**config.mk**
```make
export PLATFORM = sky130hd
export DESIGN_NAME = fpg_guard
export DESIGN_NICKNAME = d
export VERILOG_FILES = /design/src/verilog/fpg_guard_pkg.sv /design/src/verilog/fpg_guard.sv
export VERILOG_INCLUDE_DIRS = /design/src /design/src/verilog
export SDC_FILE = /design/constraint.sdc
export NUM_CORES = 1
export LEC_CHECK = 0
export BUFFER_PORTS_ARGS = -buffer_cell sky130_fd_sc_hd__buf_2
export CORE_UTILIZATION = 50
export DETAILED_ROUTE_END_ITERATION = 12
export PLACE_DENSITY_LB_ADDON = 0.05
export SLEW_MARGIN = 0
export SYNTH_ARGS = -nofsm -noshare
export SYNTH_HDL_FRONTEND = slang
export SYNTH_SLANG_ARGS = --single-unit
```
**constraint.sdc**
```tcl
create_clock -name i_sys_clk -period 5.5 [get_ports i_sys_clk]
set_input_delay 0.55 -clock i_sys_clk [delete_from_list [all_inputs] [get_ports i_sys_clk]]
set_output_delay 0.55 -clock i_sys_clk [all_outputs]
set_load 0.1 [all_outputs]
```
**src/verilog/fpg_guard_map.svh**
```systemverilog
// Address, lock, command and timing constants of the flash self-program access guard.
`ifndef FPG_GUARD_MAP_SVH
`define FPG_GUARD_MAP_SVH
//
// Behaviour
// Concurrent-region programming keeps stalling-region reads flowing.
// Stalling-region programming stalls processor whole operation.
// Blocked concurrent region never returns valid data.
// Region busy flag set while region blocked.
// Region stays blocked until software clears flag.
// Software keeps accesses away from region during programming.
// Boot-loader region lies inside stalling region.
// Stall decision uses programmed page address region.
// Two lock pairs, set by software or programmer; the code sets them only by the software lock set command.
// Lock bits return unprogrammed only by chip erase; the code also frees both pairs at reset.
// General lock modes never gate self-programming.
// App lock 11: writes and reads allowed.
// App lock 10: writes refused, reads allowed.
// App lock 00: no writes, no boot reads.
// App lock 01: writes allowed, no boot reads.
// App modes 3,4: suppress interrupts in application.
// Boot lock 11: writes and reads allowed.
// Boot lock 10: writes refused, reads allowed.
// Boot lock 00: no writes, no app reads.
// Boot lock 01: writes allowed, no app reads.
// Boot modes 3,4: suppress interrupts in boot region.
// Store-program from application region is ignored.
// Busy flag set when concurrent programming starts.
// Busy cleared by re-enable or page-buffer load.
// Boundary and boot size are parameters.
// Refused accesses change nothing, flag nothing.
//
`define FPG_AW 15
`define FPG_STALL_BASE 15'h7000
`define FPG_BOOT_MAX 15'h1000
`define FPG_BOOT_DFLT 15'h1000
`define FPG_RD_BLOCKED 16'hffff
`define FPG_OP_BUSY_NS 4000
`define FPG_OP_CYC ((`FPG_OP_BUSY_NS + 4) / 5)
`define FPG_LOCK_FREE 2'h3
`define FPG_REG_CTRL 4'h0
`define FPG_REG_LOCK 4'h1
`define FPG_REG_STAT 4'h2
`define FPG_CMD_LOAD 3'h0
`define FPG_CMD_ERASE 3'h1
`define FPG_CMD_WRITE 3'h2
`define FPG_CMD_REEN 3'h3
`define FPG_CMD_LOCKSET 3'h4
`define FPG_CMD_CHIPERASE 3'h5
`endif

```
**src/verilog/fpg_guard_pkg.sv**
```systemverilog
// Types shared by the flash self-program access guard.
package fpg_guard_pkg;
    typedef enum logic [1:0] {
        FPG_IDLE = 2'h0,
        FPG_BUSY = 2'h1,
        FPG_DONE = 2'h3
    } fpg_state_e;

    typedef struct packed {
        logic [1:0] app_lock;
        logic [1:0] boot_lock;
    } fpg_locks_s;

    typedef struct packed {
        fpg_state_e st;
        logic [15:0] cnt;
        logic stall_op;
        logic busy_flag;
        fpg_locks_s locks;
        logic [14:0] boot_size;
        logic ivec_boot;
        logic [15:0] rdata;
        logic rvalid;
        logic stall;
        logic irq_mask;
        logic prog_pulse;
        logic erase_pulse;
        logic [14:0] prog_addr;
        logic [15:0] bus_rdata;
    } fpg_state_s;
endpackage : fpg_guard_pkg

```
**src/verilog/fpg_guard.sv**
```systemverilog
// Flash self-program access guard: region blocking, stall and boot lock checks.
`timescale 1ns/10ps
`include "fpg_guard_map.svh"

module fpg_guard
    import fpg_guard_pkg::*;
(
    input wire logic i_sys_clk, // System clock, 200 MHz.
    input wire logic i_resetn, // Synchronous reset, active low.
    input wire logic i_sp_req, // Store-program request pulse from core.
    input wire logic [2:0] i_sp_cmd, // Store-program command code.
    input wire logic [14:0] i_sp_addr, // Page word address of the operation.
    input wire logic [3:0] i_sp_lockdata, // Lock value, zeros program bits.
    input wire logic [14:0] i_pc, // Address of the executing instruction.
    input wire logic i_rd_req, // Fetch or program-memory load request.
    input wire logic i_rd_is_load, // Request is a program-memory load.
    input wire logic [14:0] i_rd_addr, // Read word address.
    input wire logic [15:0] i_flash_rdata, // Raw flash array data.
    input wire logic [3:0] i_reg_addr, // Register address.
    input wire logic [15:0] i_reg_wdata, // Register write data.
    input wire logic i_reg_wr, // Register write strobe.
    input wire logic i_reg_rd, // Register read strobe.
    output logic [15:0] o_reg_rdata, // Register read data.
    output logic [15:0] o_rd_data, // Guarded read data.
    output logic o_rd_valid, // Read data valid.
    output logic o_cpu_stall, // Processor halt.
    output logic o_irq_suppress, // Interrupt suppression.
    output logic o_flash_prog, // Flash program pulse.
    output logic o_flash_erase, // Flash erase pulse.
    output logic [14:0] o_flash_addr, // Flash operation address.
    output logic o_region_busy_flag // Concurrent-read region blocked.
);
    fpg_state_s s_r;
    fpg_state_s s_nxt;

    logic sp_in_boot;
    logic pc_in_boot;
    logic rd_in_boot;
    logic tgt_in_boot;
    logic tgt_stalling;
    logic rd_stalling;
    logic wr_ok;
    logic rd_ok;
    logic [14:0] boot_base;
    logic [1:0] pair;

    // ************************************************************
    // Region decode.
    // ************************************************************
    always_comb begin
        boot_base = 15'h7fff - s_r.boot_size + 15'h0001;
        if (boot_base < `FPG_STALL_BASE) begin
            boot_base = `FPG_STALL_BASE;
        end
        pc_in_boot = (i_pc >= boot_base);
        sp_in_boot = pc_in_boot;
        rd_in_boot = (i_rd_addr >= boot_base);
        tgt_in_boot = (i_sp_addr >= boot_base);
        tgt_stalling = (i_sp_addr >= `FPG_STALL_BASE);
        rd_stalling = (i_rd_addr >= `FPG_STALL_BASE);
        // Write permission: upper bit don't care, lower bit 0 refuses.
        pair = tgt_in_boot ? s_r.locks.boot_lock : s_r.locks.app_lock;
        wr_ok = pair[0];
        // Cross-region loads are refused when the upper lock bit is programmed.
        rd_ok = 1'b1;
        if (i_rd_is_load && pc_in_boot && !rd_in_boot && !s_r.locks.app_lock[1]) begin
            rd_ok = 1'b0;
        end
        if (i_rd_is_load && !pc_in_boot && rd_in_boot && !s_r.locks.boot_lock[1]) begin
            rd_ok = 1'b0;
        end
    end

    // ************************************************************
    // Next state.
    // ************************************************************
    always_comb begin
        s_nxt = s_r;
        s_nxt.prog_pulse = 1'b0;
        s_nxt.erase_pulse = 1'b0;
        s_nxt.rvalid = 1'b0;
        s_nxt.rdata = `FPG_RD_BLOCKED;
        s_nxt.bus_rdata = 16'h0000;

        case (s_r.st)
            FPG_IDLE: begin
                // Commands other than chip erase from outside the boot region are dropped silently.
                if (i_sp_req && sp_in_boot) begin
                    case (i_sp_cmd)
                        `FPG_CMD_ERASE, `FPG_CMD_WRITE: begin
                            if (wr_ok) begin
                                s_nxt.prog_pulse = (i_sp_cmd == `FPG_CMD_WRITE);
                                s_nxt.erase_pulse = (i_sp_cmd == `FPG_CMD_ERASE);
                                s_nxt.prog_addr = i_sp_addr;
                                s_nxt.stall_op = tgt_stalling;
                                s_nxt.busy_flag = s_r.busy_flag | ~tgt_stalling;
                                s_nxt.cnt = 16'(`FPG_OP_CYC);
                                s_nxt.st = FPG_BUSY;
                            end
                        end
                        `FPG_CMD_LOAD: begin
                            s_nxt.busy_flag = 1'b0;
                        end
                        `FPG_CMD_REEN: begin
                            s_nxt.busy_flag = 1'b0;
                        end
                        `FPG_CMD_LOCKSET: begin
                            // Software can only program bits (drive to 0).
                            s_nxt.locks.app_lock = s_r.locks.app_lock & i_sp_lockdata[1:0];
                            s_nxt.locks.boot_lock = s_r.locks.boot_lock & i_sp_lockdata[3:2];
                        end
                        default: begin
                        end
                    endcase
                end
                // Parallel/serial programming path: chip erase frees both lock pairs.
                if (i_sp_req && i_sp_cmd == `FPG_CMD_CHIPERASE) begin
                    s_nxt.locks.app_lock = `FPG_LOCK_FREE;
                    s_nxt.locks.boot_lock = `FPG_LOCK_FREE;
                end
            end
            FPG_BUSY: begin
                if (s_r.cnt == 16'h0001) begin
                    s_nxt.st = FPG_DONE;
                end
                s_nxt.cnt = s_r.cnt - 16'h0001;
            end
            FPG_DONE: begin
                s_nxt.stall_op = 1'b0;
                s_nxt.st = FPG_IDLE;
            end
            default: begin
                s_nxt.st = FPG_IDLE;
            end
        endcase

        s_nxt.stall = (s_nxt.st == FPG_BUSY) && s_nxt.stall_op;

        // ************************************************************
        // Guarded reads.
        // ************************************************************
        if (i_rd_req) begin
            s_nxt.rvalid = 1'b1;
            if (!rd_stalling && s_r.busy_flag) begin
                s_nxt.rdata = `FPG_RD_BLOCKED;
            end else if (!rd_ok) begin
                s_nxt.rdata = `FPG_RD_BLOCKED;
            end else begin
                s_nxt.rdata = i_flash_rdata;
            end
        end

        s_nxt.irq_mask = 1'b0;
        if (s_r.ivec_boot && !pc_in_boot && !s_r.locks.app_lock[1]) begin
            s_nxt.irq_mask = 1'b1;
        end
        if (!s_r.ivec_boot && pc_in_boot && !s_r.locks.boot_lock[1]) begin
            s_nxt.irq_mask = 1'b1;
        end

        // ************************************************************
        // Register port.
        // ************************************************************
        if (i_reg_wr && i_reg_addr == `FPG_REG_CTRL) begin
            s_nxt.boot_size = (i_reg_wdata[14:0] > `FPG_BOOT_MAX) ? `FPG_BOOT_MAX
                : i_reg_wdata[14:0];
            s_nxt.ivec_boot = i_reg_wdata[15];
        end
        if (i_reg_rd) begin
            case (i_reg_addr)
                `FPG_REG_CTRL: s_nxt.bus_rdata = {s_r.ivec_boot, s_r.boot_size};
                // Boot pair sits above the application pair, as in the lock set data.
                `FPG_REG_LOCK: s_nxt.bus_rdata = {12'h000, s_r.locks.boot_lock,
                    s_r.locks.app_lock};
                `FPG_REG_STAT: s_nxt.bus_rdata = {13'h0000, s_r.stall_op,
                    (s_r.st != FPG_IDLE), s_r.busy_flag};
                default: s_nxt.bus_rdata = 16'h0000;
            endcase
        end
    end

    always_ff @(posedge i_sys_clk) begin
        if (!i_resetn) begin
            s_r <= '0;
            s_r.st <= FPG_IDLE;
            s_r.locks.app_lock <= `FPG_LOCK_FREE;
            s_r.locks.boot_lock <= `FPG_LOCK_FREE;
            s_r.boot_size <= `FPG_BOOT_DFLT;
            s_r.ivec_boot <= 1'b0;
            s_r.rdata <= `FPG_RD_BLOCKED;
        end else begin
            s_r <= s_nxt;
        end
    end

    assign o_reg_rdata = s_r.bus_rdata;
    assign o_rd_data = s_r.rdata;
    assign o_rd_valid = s_r.rvalid;
    assign o_cpu_stall = s_r.stall;
    assign o_irq_suppress = s_r.irq_mask;
    assign o_flash_prog = s_r.prog_pulse;
    assign o_flash_erase = s_r.erase_pulse;
    assign o_flash_addr = s_r.prog_addr;
    assign o_region_busy_flag = s_r.busy_flag;
endmodule : fpg_guard

```
==> impl_results.md, run 1 <==
* Sequential cell area at about 1800 sq um
* Drt via density at around 5.4
* Outcome: complete, no violations
* Met1 track demand over resource in global routing at 31.22%
* Most frequent cells after synthesis: sky130_fd_sc_hd__dfxtp_1 (92), sky130_fd_sc_hd__nor2_1 (51), sky130_fd_sc_hd__buf_4 (49), sky130_fd_sc_hd__ha_1 (47), sky130_fd_sc_hd__nand2_1 (43)
* Unique masters post-synth at 58
* Post-route core utilization at between 50% and 60%
* Synth-to-layout area growth at 13.95%
* Largest cells by area after synthesis: sky130_fd_sc_hd__dfxtp_1 (36%), sky130_fd_sc_hd__ha_1 (12%), sky130_fd_sc_hd__buf_4 (7.3%)
* Post-route antenna net violation count at 0
* Effective utilization at floorplan at ~52%
* Later-pin clock latency in the skew report at about 0.38 ns
* Die area at about 11000 sq um
* Leakage power total at about 2.6 nW
* Gp weighted congestion at between 0.8 and 0.9
* Type of element capturing the critical path: flop
* NumNets Final at 820
* Critical path class: reg -> reg
* Clock-pin transition on the worst setup and hold timing paths at approximately 0.1 ns
* Vias in the first global route at about 4000
* Inst Count DP at 800
* Worst Tran Pin Value at about 1.1 ns
* Iteration-0 DRC Markers at 166
* Die height at ~100 um
* Root Buffer: sky130_fd_sc_hd__clkbuf_8
* Number of buffers between clock root and the deepest sink at 2
* Worst hold margin at between 0.3 and 0.4 ns
* Horizontal die dimension at 102.7 um
* Time the worst path needs with I/O delays and setup at approximately 5.2 ns
* Highest achievable clock rate at approximately 0.19 GHz
* Synthesized area per cell at 8.780 sq um
* Met2 global-route usage at between 30 and 40%
* Layout Skew at ~0.016 ns
* Worst Path Arrival at ~5.5 ns
* Top_reg_cell synth: sky130_fd_sc_hd__dfxtp_1
* Largest net degree at the start of global routing at 38
* Multi-input logic area at 2743 sq um
* Count of antenna diodes in the layout at 0
* Worst Setup Start Kind: flop
* Max-cap violations at 0
* Area share of the leading cell type in the synthesized netlist at a little over a third
* Fraction of final layout cells sized beyond drive strength 1 at 26.50%
* Final total negative setup slack at 0 ns
* # Post-CTS Setup Buffers at 0
* Top Ports at approximately 150
* EDFF count, synth at 0
* Finished Layout Cells at 816
* Number of buffers inserted during clock tree synthesis at 9
* Number of hold-slack violations in the final timing report at 0
* Final Slew Violations at 0
* Ys Warns at 0
* Wire length of the first global-routing pass at ~19000 um
* Initial DRT Pass Iterations at 5
* Post-Syn Instances at about 580
* Cell area after technology mapping at roughly 5100 sq um
* Setup repair after global routing missed its margin: false
* TritonCTS clock tree: yes
* Area leader, netlist: sky130_fd_sc_hd__dfxtp_1
* Total number of vias at approximately 4400
* # H-tree levels at 3
* Number of placement rows at 36
* Sequential-to-total area share from yosys stat at a little over a third
* Global routing usage on met3 at 4.475%
* Worst hold path class: in -> reg
* CORE AREA at 9819 sq um
* Slew Limit Headroom at a little under a quarter
* Most common cell in the netlist: sky130_fd_sc_hd__dfxtp_1
* Drt wl/cell at between 15 and 20 um
* Final WL at about 12000 um
* Asr flop ratio synth at 0%
* Antenna violations before repair at 0
* Areal power density over the cells at between 200 and 300 nW/um^2
* Final clock period utilization by the worst path at 94.63%
* Drc violations at 0
* Filler cell count at 934
* Overall fraction of global-route tracks in use at between 20% and 30%
* Register bit count reported by yosys at just over 90
* TritonCTS Sinks at 92
* Overflow left after global routing at 0
* PostCTS Resize Cnt at 0
* Highest-utilization routing layer at the global route stage: met2
* Required @ worst endpoint at between 5 and 6 ns
* Maximum fanout along the worst path at 18
* Largest vdd supply drop at about 130 uV
* Buffers on Ports at between 100 and 150
* Dpl hpwl at between 9000 and 10000 um
* # setup viols final at 0
* Number of hold-repair buffers added at the cts stage at 0
-- critical path, cell delays in order, from the launching register on --
cell and delay [ns]:
sky130_fd_sc_hd__dfxtp_1 0.36, sky130_fd_sc_hd__or3_4 0.41, sky130_fd_sc_hd__or4_4 0.44, sky130_fd_sc_hd__nand2b_4 0.17
sky130_fd_sc_hd__a2111oi_2 0.34, sky130_fd_sc_hd__o21ai_1 0.13, sky130_fd_sc_hd__a21oi_2 0.39, sky130_fd_sc_hd__nand2_1 0.30
sky130_fd_sc_hd__ha_1 0.38, sky130_fd_sc_hd__and4_1 0.24, sky130_fd_sc_hd__a21boi_1 0.16, sky130_fd_sc_hd__o21ai_0 0.09
sky130_fd_sc_hd__a21oi_1 0.37, sky130_fd_sc_hd__o221a_2 0.34, sky130_fd_sc_hd__a21oi_2 0.13, sky130_fd_sc_hd__buf_4 0.22
sky130_fd_sc_hd__or4_1 0.52, sky130_fd_sc_hd__a21oi_1 0.15
-- state kept, by name, indices dropped and copies added (netlist names) --
register            flops
s_r                    39
o_rd_data              16
o_reg_rdata            16
o_flash_addr           15
o_cpu_stall             1
o_flash_erase           1
o_flash_prog            1
o_irq_suppress          1
o_rd_valid              1
o_region_busy_flag      1
-- worst paths after layout --
| kind | cells past startpoint | startpoint | slack (ns) | endpoint |
|---|---|---|---|---|
| max | 17 | s_r[53]$_SDFFE_PN0P_ | 0.30 | s_r[88]$_SDFFE_PN0P_ |
| min | 2 | i_flash_rdata[11] | 0.34 | o_rd_data[11]$_SDFF_PP1_ |
| max reg2reg | 17 | s_r[53]$_SDFFE_PN0P_ | 0.30 | s_r[88]$_SDFFE_PN0P_ |
| min reg2reg | 2 | s_r[86]$_SDFFE_PN0P_ | 0.49 | s_r[86]$_SDFFE_PN0P_ |
-- kinds of logic after synthesis --
kind of cell	synth area share, %
compound gates	14.05
xor+xnor	1.729
fa+ha+maj	11.61
buf+inv	10.00
flops	36.35
mux	4.347
other cells	0.07402
simple gates	21.83
-- stage by stage --
step | cell area, sq um | worst slack [ns] | power (W)
finish | 5773 | 0.2956 | 0.001451
global route | 5773 | 0.003620 | 0.001527
CTS | 5773 | 0.3045 | 0.001464
detailed placement | 5580 | 0.3440 | 0.001020
global placement | 5580 | 0.3677 | 0.001015
floorplan | 5085 | 1.204 | 0.0009376
-- metal layers --
| metal | vias to the layer above | routed length (um) |
|---|---|---|
| li1 | 2208 | - |
| met1 | 2047 | 5689 |
| met2 | 149 | 5564 |
| met3 | 26 | 822 |
| met4 | 0 | 325 |
| met5 | - | 0 |
-- area by class of cell --
type                    count  area share, %
repair buffers            149          13.00
clock buffers               9          2.146
inverters                  21          1.365
flip-flops and latches     92          31.90
multi-input cells         405          47.51
clock inverters             7          1.192
well taps                 133          2.883
-- power breakdown --
group	leakage, nW	internal, W	switching (W)
clock network	0.0968	0.000177	0.000265
registers	0.746	0.000686	0.0000145
logic	1.77	0.000103	0.000206
-- cell usage in the layout, fill, tap and decap left out, types with 3 or more instances in the layout --
| cell type | synthesis | final |
|---|---|---|
| sky130_fd_sc_hd__a211o_1 | 3 | 3 |
| sky130_fd_sc_hd__buf_2 | 3 | 147 |
| sky130_fd_sc_hd__or3_1 | 13 | 13 |
| sky130_fd_sc_hd__or4_1 | 8 | 8 |
| sky130_fd_sc_hd__clkbuf_8 | 0 | 9 |
| sky130_fd_sc_hd__inv_1 | 20 | 20 |
| sky130_fd_sc_hd__nand2_1 | 43 | 43 |
| sky130_fd_sc_hd__dfxtp_1 | 92 | 92 |
| sky130_fd_sc_hd__xnor2_1 | 6 | 6 |
| sky130_fd_sc_hd__nor2_1 | 51 | 51 |
| sky130_fd_sc_hd__and2_1 | 14 | 14 |
| sky130_fd_sc_hd__nand4_1 | 11 | 11 |
| sky130_fd_sc_hd__nand3b_1 | 3 | 3 |
| sky130_fd_sc_hd__o21ai_0 | 15 | 15 |
| sky130_fd_sc_hd__o31ai_1 | 8 | 8 |
| sky130_fd_sc_hd__a21oi_1 | 36 | 36 |
| sky130_fd_sc_hd__mux2i_1 | 22 | 22 |
| sky130_fd_sc_hd__or2_2 | 6 | 6 |
| sky130_fd_sc_hd__and4_1 | 5 | 5 |
| sky130_fd_sc_hd__nor2b_1 | 4 | 4 |
| sky130_fd_sc_hd__o21ai_1 | 5 | 5 |
| sky130_fd_sc_hd__a22oi_1 | 12 | 12 |
| sky130_fd_sc_hd__nor4_1 | 10 | 10 |
| sky130_fd_sc_hd__or2_1 | 10 | 10 |
| sky130_fd_sc_hd__a31oi_1 | 4 | 4 |
| sky130_fd_sc_hd__nand3_1 | 12 | 12 |
| sky130_fd_sc_hd__ha_1 | 47 | 47 |
| sky130_fd_sc_hd__conb_1 | 1 | 6 |
| sky130_fd_sc_hd__a21o_1 | 5 | 5 |
| sky130_fd_sc_hd__nor3_1 | 10 | 10 |
| sky130_fd_sc_hd__xor2_1 | 4 | 4 |
Note: power is estimated with default switching activity, not from simulation.
==> run 2: changes to the inputs <==
PLACE_DENSITY = 0.83   (was not set)
PLACE_DENSITY_LB_ADDON = not set   (was 0.05)
==> run 2 against run 1 <==
Sequential cell count did not move. Via count rose by 1.9%. Clock skew fell by 0.0018 ns. Largest cell class unchanged. Count of clock-buffer cells in the layout did not move. Sequential share of layout area fell by 0.083 points. Final area rose by 0.26%.
==> impl_results.md, run 2 (synthesis results as in run 1) <==
* Clock-pin transition on the worst setup and hold timing paths at 0.11 ns (was 0.10 ns)
* Number of buffers between clock root and the deepest sink at 2 (unchanged)
* Sequential cell area at 1842 sq um (unchanged)
* Worst Path Arrival at 5.44 ns (was 5.51 ns)
* Number of placement rows at 36 (unchanged)
* Final WL at 12550 um (was 12400 um)
* Areal power density over the cells at 254.0 nW/um^2 (was 251.4 nW/um^2)
* # H-tree levels at 3 (unchanged)
* Layout Skew at 0.01468 ns (was 0.01645 ns)
* Antenna violations before repair at 0 (unchanged)
* Post-route antenna net violation count at 0 (unchanged)
* Wire length of the first global-routing pass at 19240 um (was 19160 um)
* Delay of the slowest cell on the worst path at 0.52 ns (about the same)
* Total number of vias at 4516 (was 4430)
* Die height at 102.7 um (unchanged)
* Iteration-0 DRC Markers at 145 (was 166)
* CORE AREA at 9819 sq um (unchanged)
* Gp weighted congestion at 0.9157 (was 0.8884)
* Register with the most flip-flops: s_r (unchanged)
* Initial DRT Pass Iterations at 5 (unchanged)
* Most frequent cells in the layout: sky130_fd_sc_hd__buf_2 (147), sky130_fd_sc_hd__dfxtp_1 (92), sky130_fd_sc_hd__nor2_1 (51) (unchanged)
* Slew Limit Headroom at 17.89% (was 23.88%)
* Largest vdd supply drop at 127.5 uV (was 127.3 uV)
* Die area at 10540 sq um (unchanged)
* Effective utilization at floorplan at 51.59% (unchanged)
* Final Slew Violations at 0 (unchanged)
* Drt wl/cell at 15.36 um (was 15.20 um)
* Horizontal die dimension at 102.7 um (unchanged)
* NumNets Final at 821 (was 820)
* Worst Setup Start Kind: flop (unchanged)
* Vias in the first global route at 4134 (was 4035)
* Critical path class: reg -> reg (unchanged)
* Maximum fanout along the worst path at 26 (was 18)
* Final clock period utilization by the worst path at 93.27% (was 94.63%)
* Count of antenna diodes in the layout at 0 (unchanged)
* Leakage power total at 2.625 nW (was 2.615 nW)
* Number of hold-slack violations in the final timing report at 0 (unchanged)
* Worst Tran Pin Value at 1.229 ns (was 1.140 ns)
* Overall fraction of global-route tracks in use at 24.06% (was 23.87%)
* Overflow left after global routing at 0 (unchanged)
* Final total negative setup slack at 0 ns (unchanged)
* Highest achievable clock rate at 0.1949 GHz (was 0.1921 GHz)
* # setup viols final at 0 (unchanged)
* Fraction of final layout cells sized beyond drive strength 1 at 26.61% (was 26.50%)
* Later-pin clock latency in the skew report at 0.39 ns (was 0.38 ns)
* Setup repair after global routing missed its margin: false (unchanged)
* Flip-flop count of the largest register after layout at 39 (unchanged)
* Type of element capturing the critical path: flop (unchanged)
* Top Ports at 148 (unchanged)
* Critical path, cell by cell: or3_4, or4_4, nand2b_4, a2111oi_2, o21ai_1, a21oi_2, nand2_1, ha_1, and4_1, a21boi_1, o21ai_0, a21oi_1, o221a_2, a21oi_2, buf_4, or4_1, a21oi_1 (unchanged)
* Largest net degree at the start of global routing at 38 (unchanged)
* Root Buffer: sky130_fd_sc_hd__clkbuf_8 (unchanged)
* Worst hold margin at 0.3324 ns (was 0.3447 ns)
* Time the worst path needs with I/O delays and setup at 5.130 ns (was 5.204 ns)
* Outcome: complete, no violations (unchanged)
* Worst hold path class: in -> reg (unchanged)
* Post-route core utilization at 58.95% (was 58.79%)
* Drc violations at 0 (unchanged)
* Filler cell count at 916 (was 934)
* Dpl hpwl at 9785 um (was 9688 um)
* Required @ worst endpoint at 5.81 ns (about the same)
* Number of buffers inserted during clock tree synthesis at 9 (unchanged)
* Most common cell after layout, fill and taps aside: sky130_fd_sc_hd__buf_2 (unchanged)
* Crit-path slowest cell: sky130_fd_sc_hd__or4_1 (unchanged)
* TritonCTS Sinks at 92 (unchanged)
* TritonCTS clock tree: yes (unchanged)
* Buffers on Ports at 147 (unchanged)
* Synth-to-layout area growth at 14.25% (was 13.95%)
* Drt via density at 5.528 (was 5.429)
* Max-cap violations at 0 (unchanged)
* Multi-input logic area at 2743 sq um (unchanged)
run 2: changes by cell type in the layout (fill, tap and decap cells not counted):
cell	change
sky130_fd_sc_hd__clkinv_4	+2
sky130_fd_sc_hd__buf_4	+1
sky130_fd_sc_hd__clkinv_2	-1
sky130_fd_sc_hd__clkinvlp_4	-1
sky130_fd_sc_hd__inv_6	-1
sky130_fd_sc_hd__inv_8	+1
run 2: cell type report:
type	instances	area share, %
Clock buffer	9	2.140
Clock inverter	7	1.319
Inverter	21	1.362
Multi-Input combinational cell	405	47.38
Sequential cell	92	31.82
Tap cell	133	2.875
Timing Repair Buffer	150	13.10
run 2: where the power goes:
part           internal (W)  leakage (nW)  switching, W
Clock              0.000181         0.103      0.000281
Sequential         0.000686         0.746     0.0000145
Combinational      0.000104          1.78      0.000204
Total              0.000970          2.63      0.000500
run 2: final timing paths:
| check | from | end | slack [ns] | depth (start not counted) |
|---|---|---|---|---|
| setup / recovery | s_r[53]$_SDFFE_PN0P_ | s_r[88]$_SDFFE_PN0P_ | 0.37 | 17 |
| hold / removal | i_flash_rdata[13] | o_rd_data[13]$_SDFF_PP1_ | 0.33 | 2 |
| setup reg to reg | s_r[53]$_SDFFE_PN0P_ | s_r[88]$_SDFFE_PN0P_ | 0.37 | 17 |
| hold reg to reg | s_r[88]$_SDFFE_PN0P_ | s_r[88]$_SDFFE_PN0P_ | 0.49 | 2 |
run 2: what timing repair did:
action	4_1_cts	5_1_grt
endpoints found under the setup margin	0	6
endpoints found under the hold margin	0	0
resized for setup	0	0
hold buffers	0	0
buffers inserted	0	1
run 2: through the flow:
step,instances,power (W),setup slack [ns],instance area (sq um)
floorplan,582,0.0009376,1.204,5085
global placement,800,0.001008,0.5286,5580
detailed placement,800,0.001019,0.4463,5580
CTS,816,0.001471,0.3859,5781
global route,817,0.001530,0.07421,5788
finish,817,0.001470,0.3700,5788
run 2: routing by layer:
metal	GRT usage [%]	vias up	wire (um)
met3	3.458	35	681
met5	0	-	0
met4	13.63	0	444
met2	39.90	162	6029
met1	29.96	2102	5394
li1	-	2217	-
run 2: worst max-delay path, delay by kind of cell (launching register included):
family | cells | cell delay [ns]
AOI/OAI and AO/OA | 9 | 2.08
adders and majority gates | 1 | 0.35
buffers and inverters | 1 | 0.21
DFF | 1 | 0.36
and+or+nand+nor | 6 | 2.06
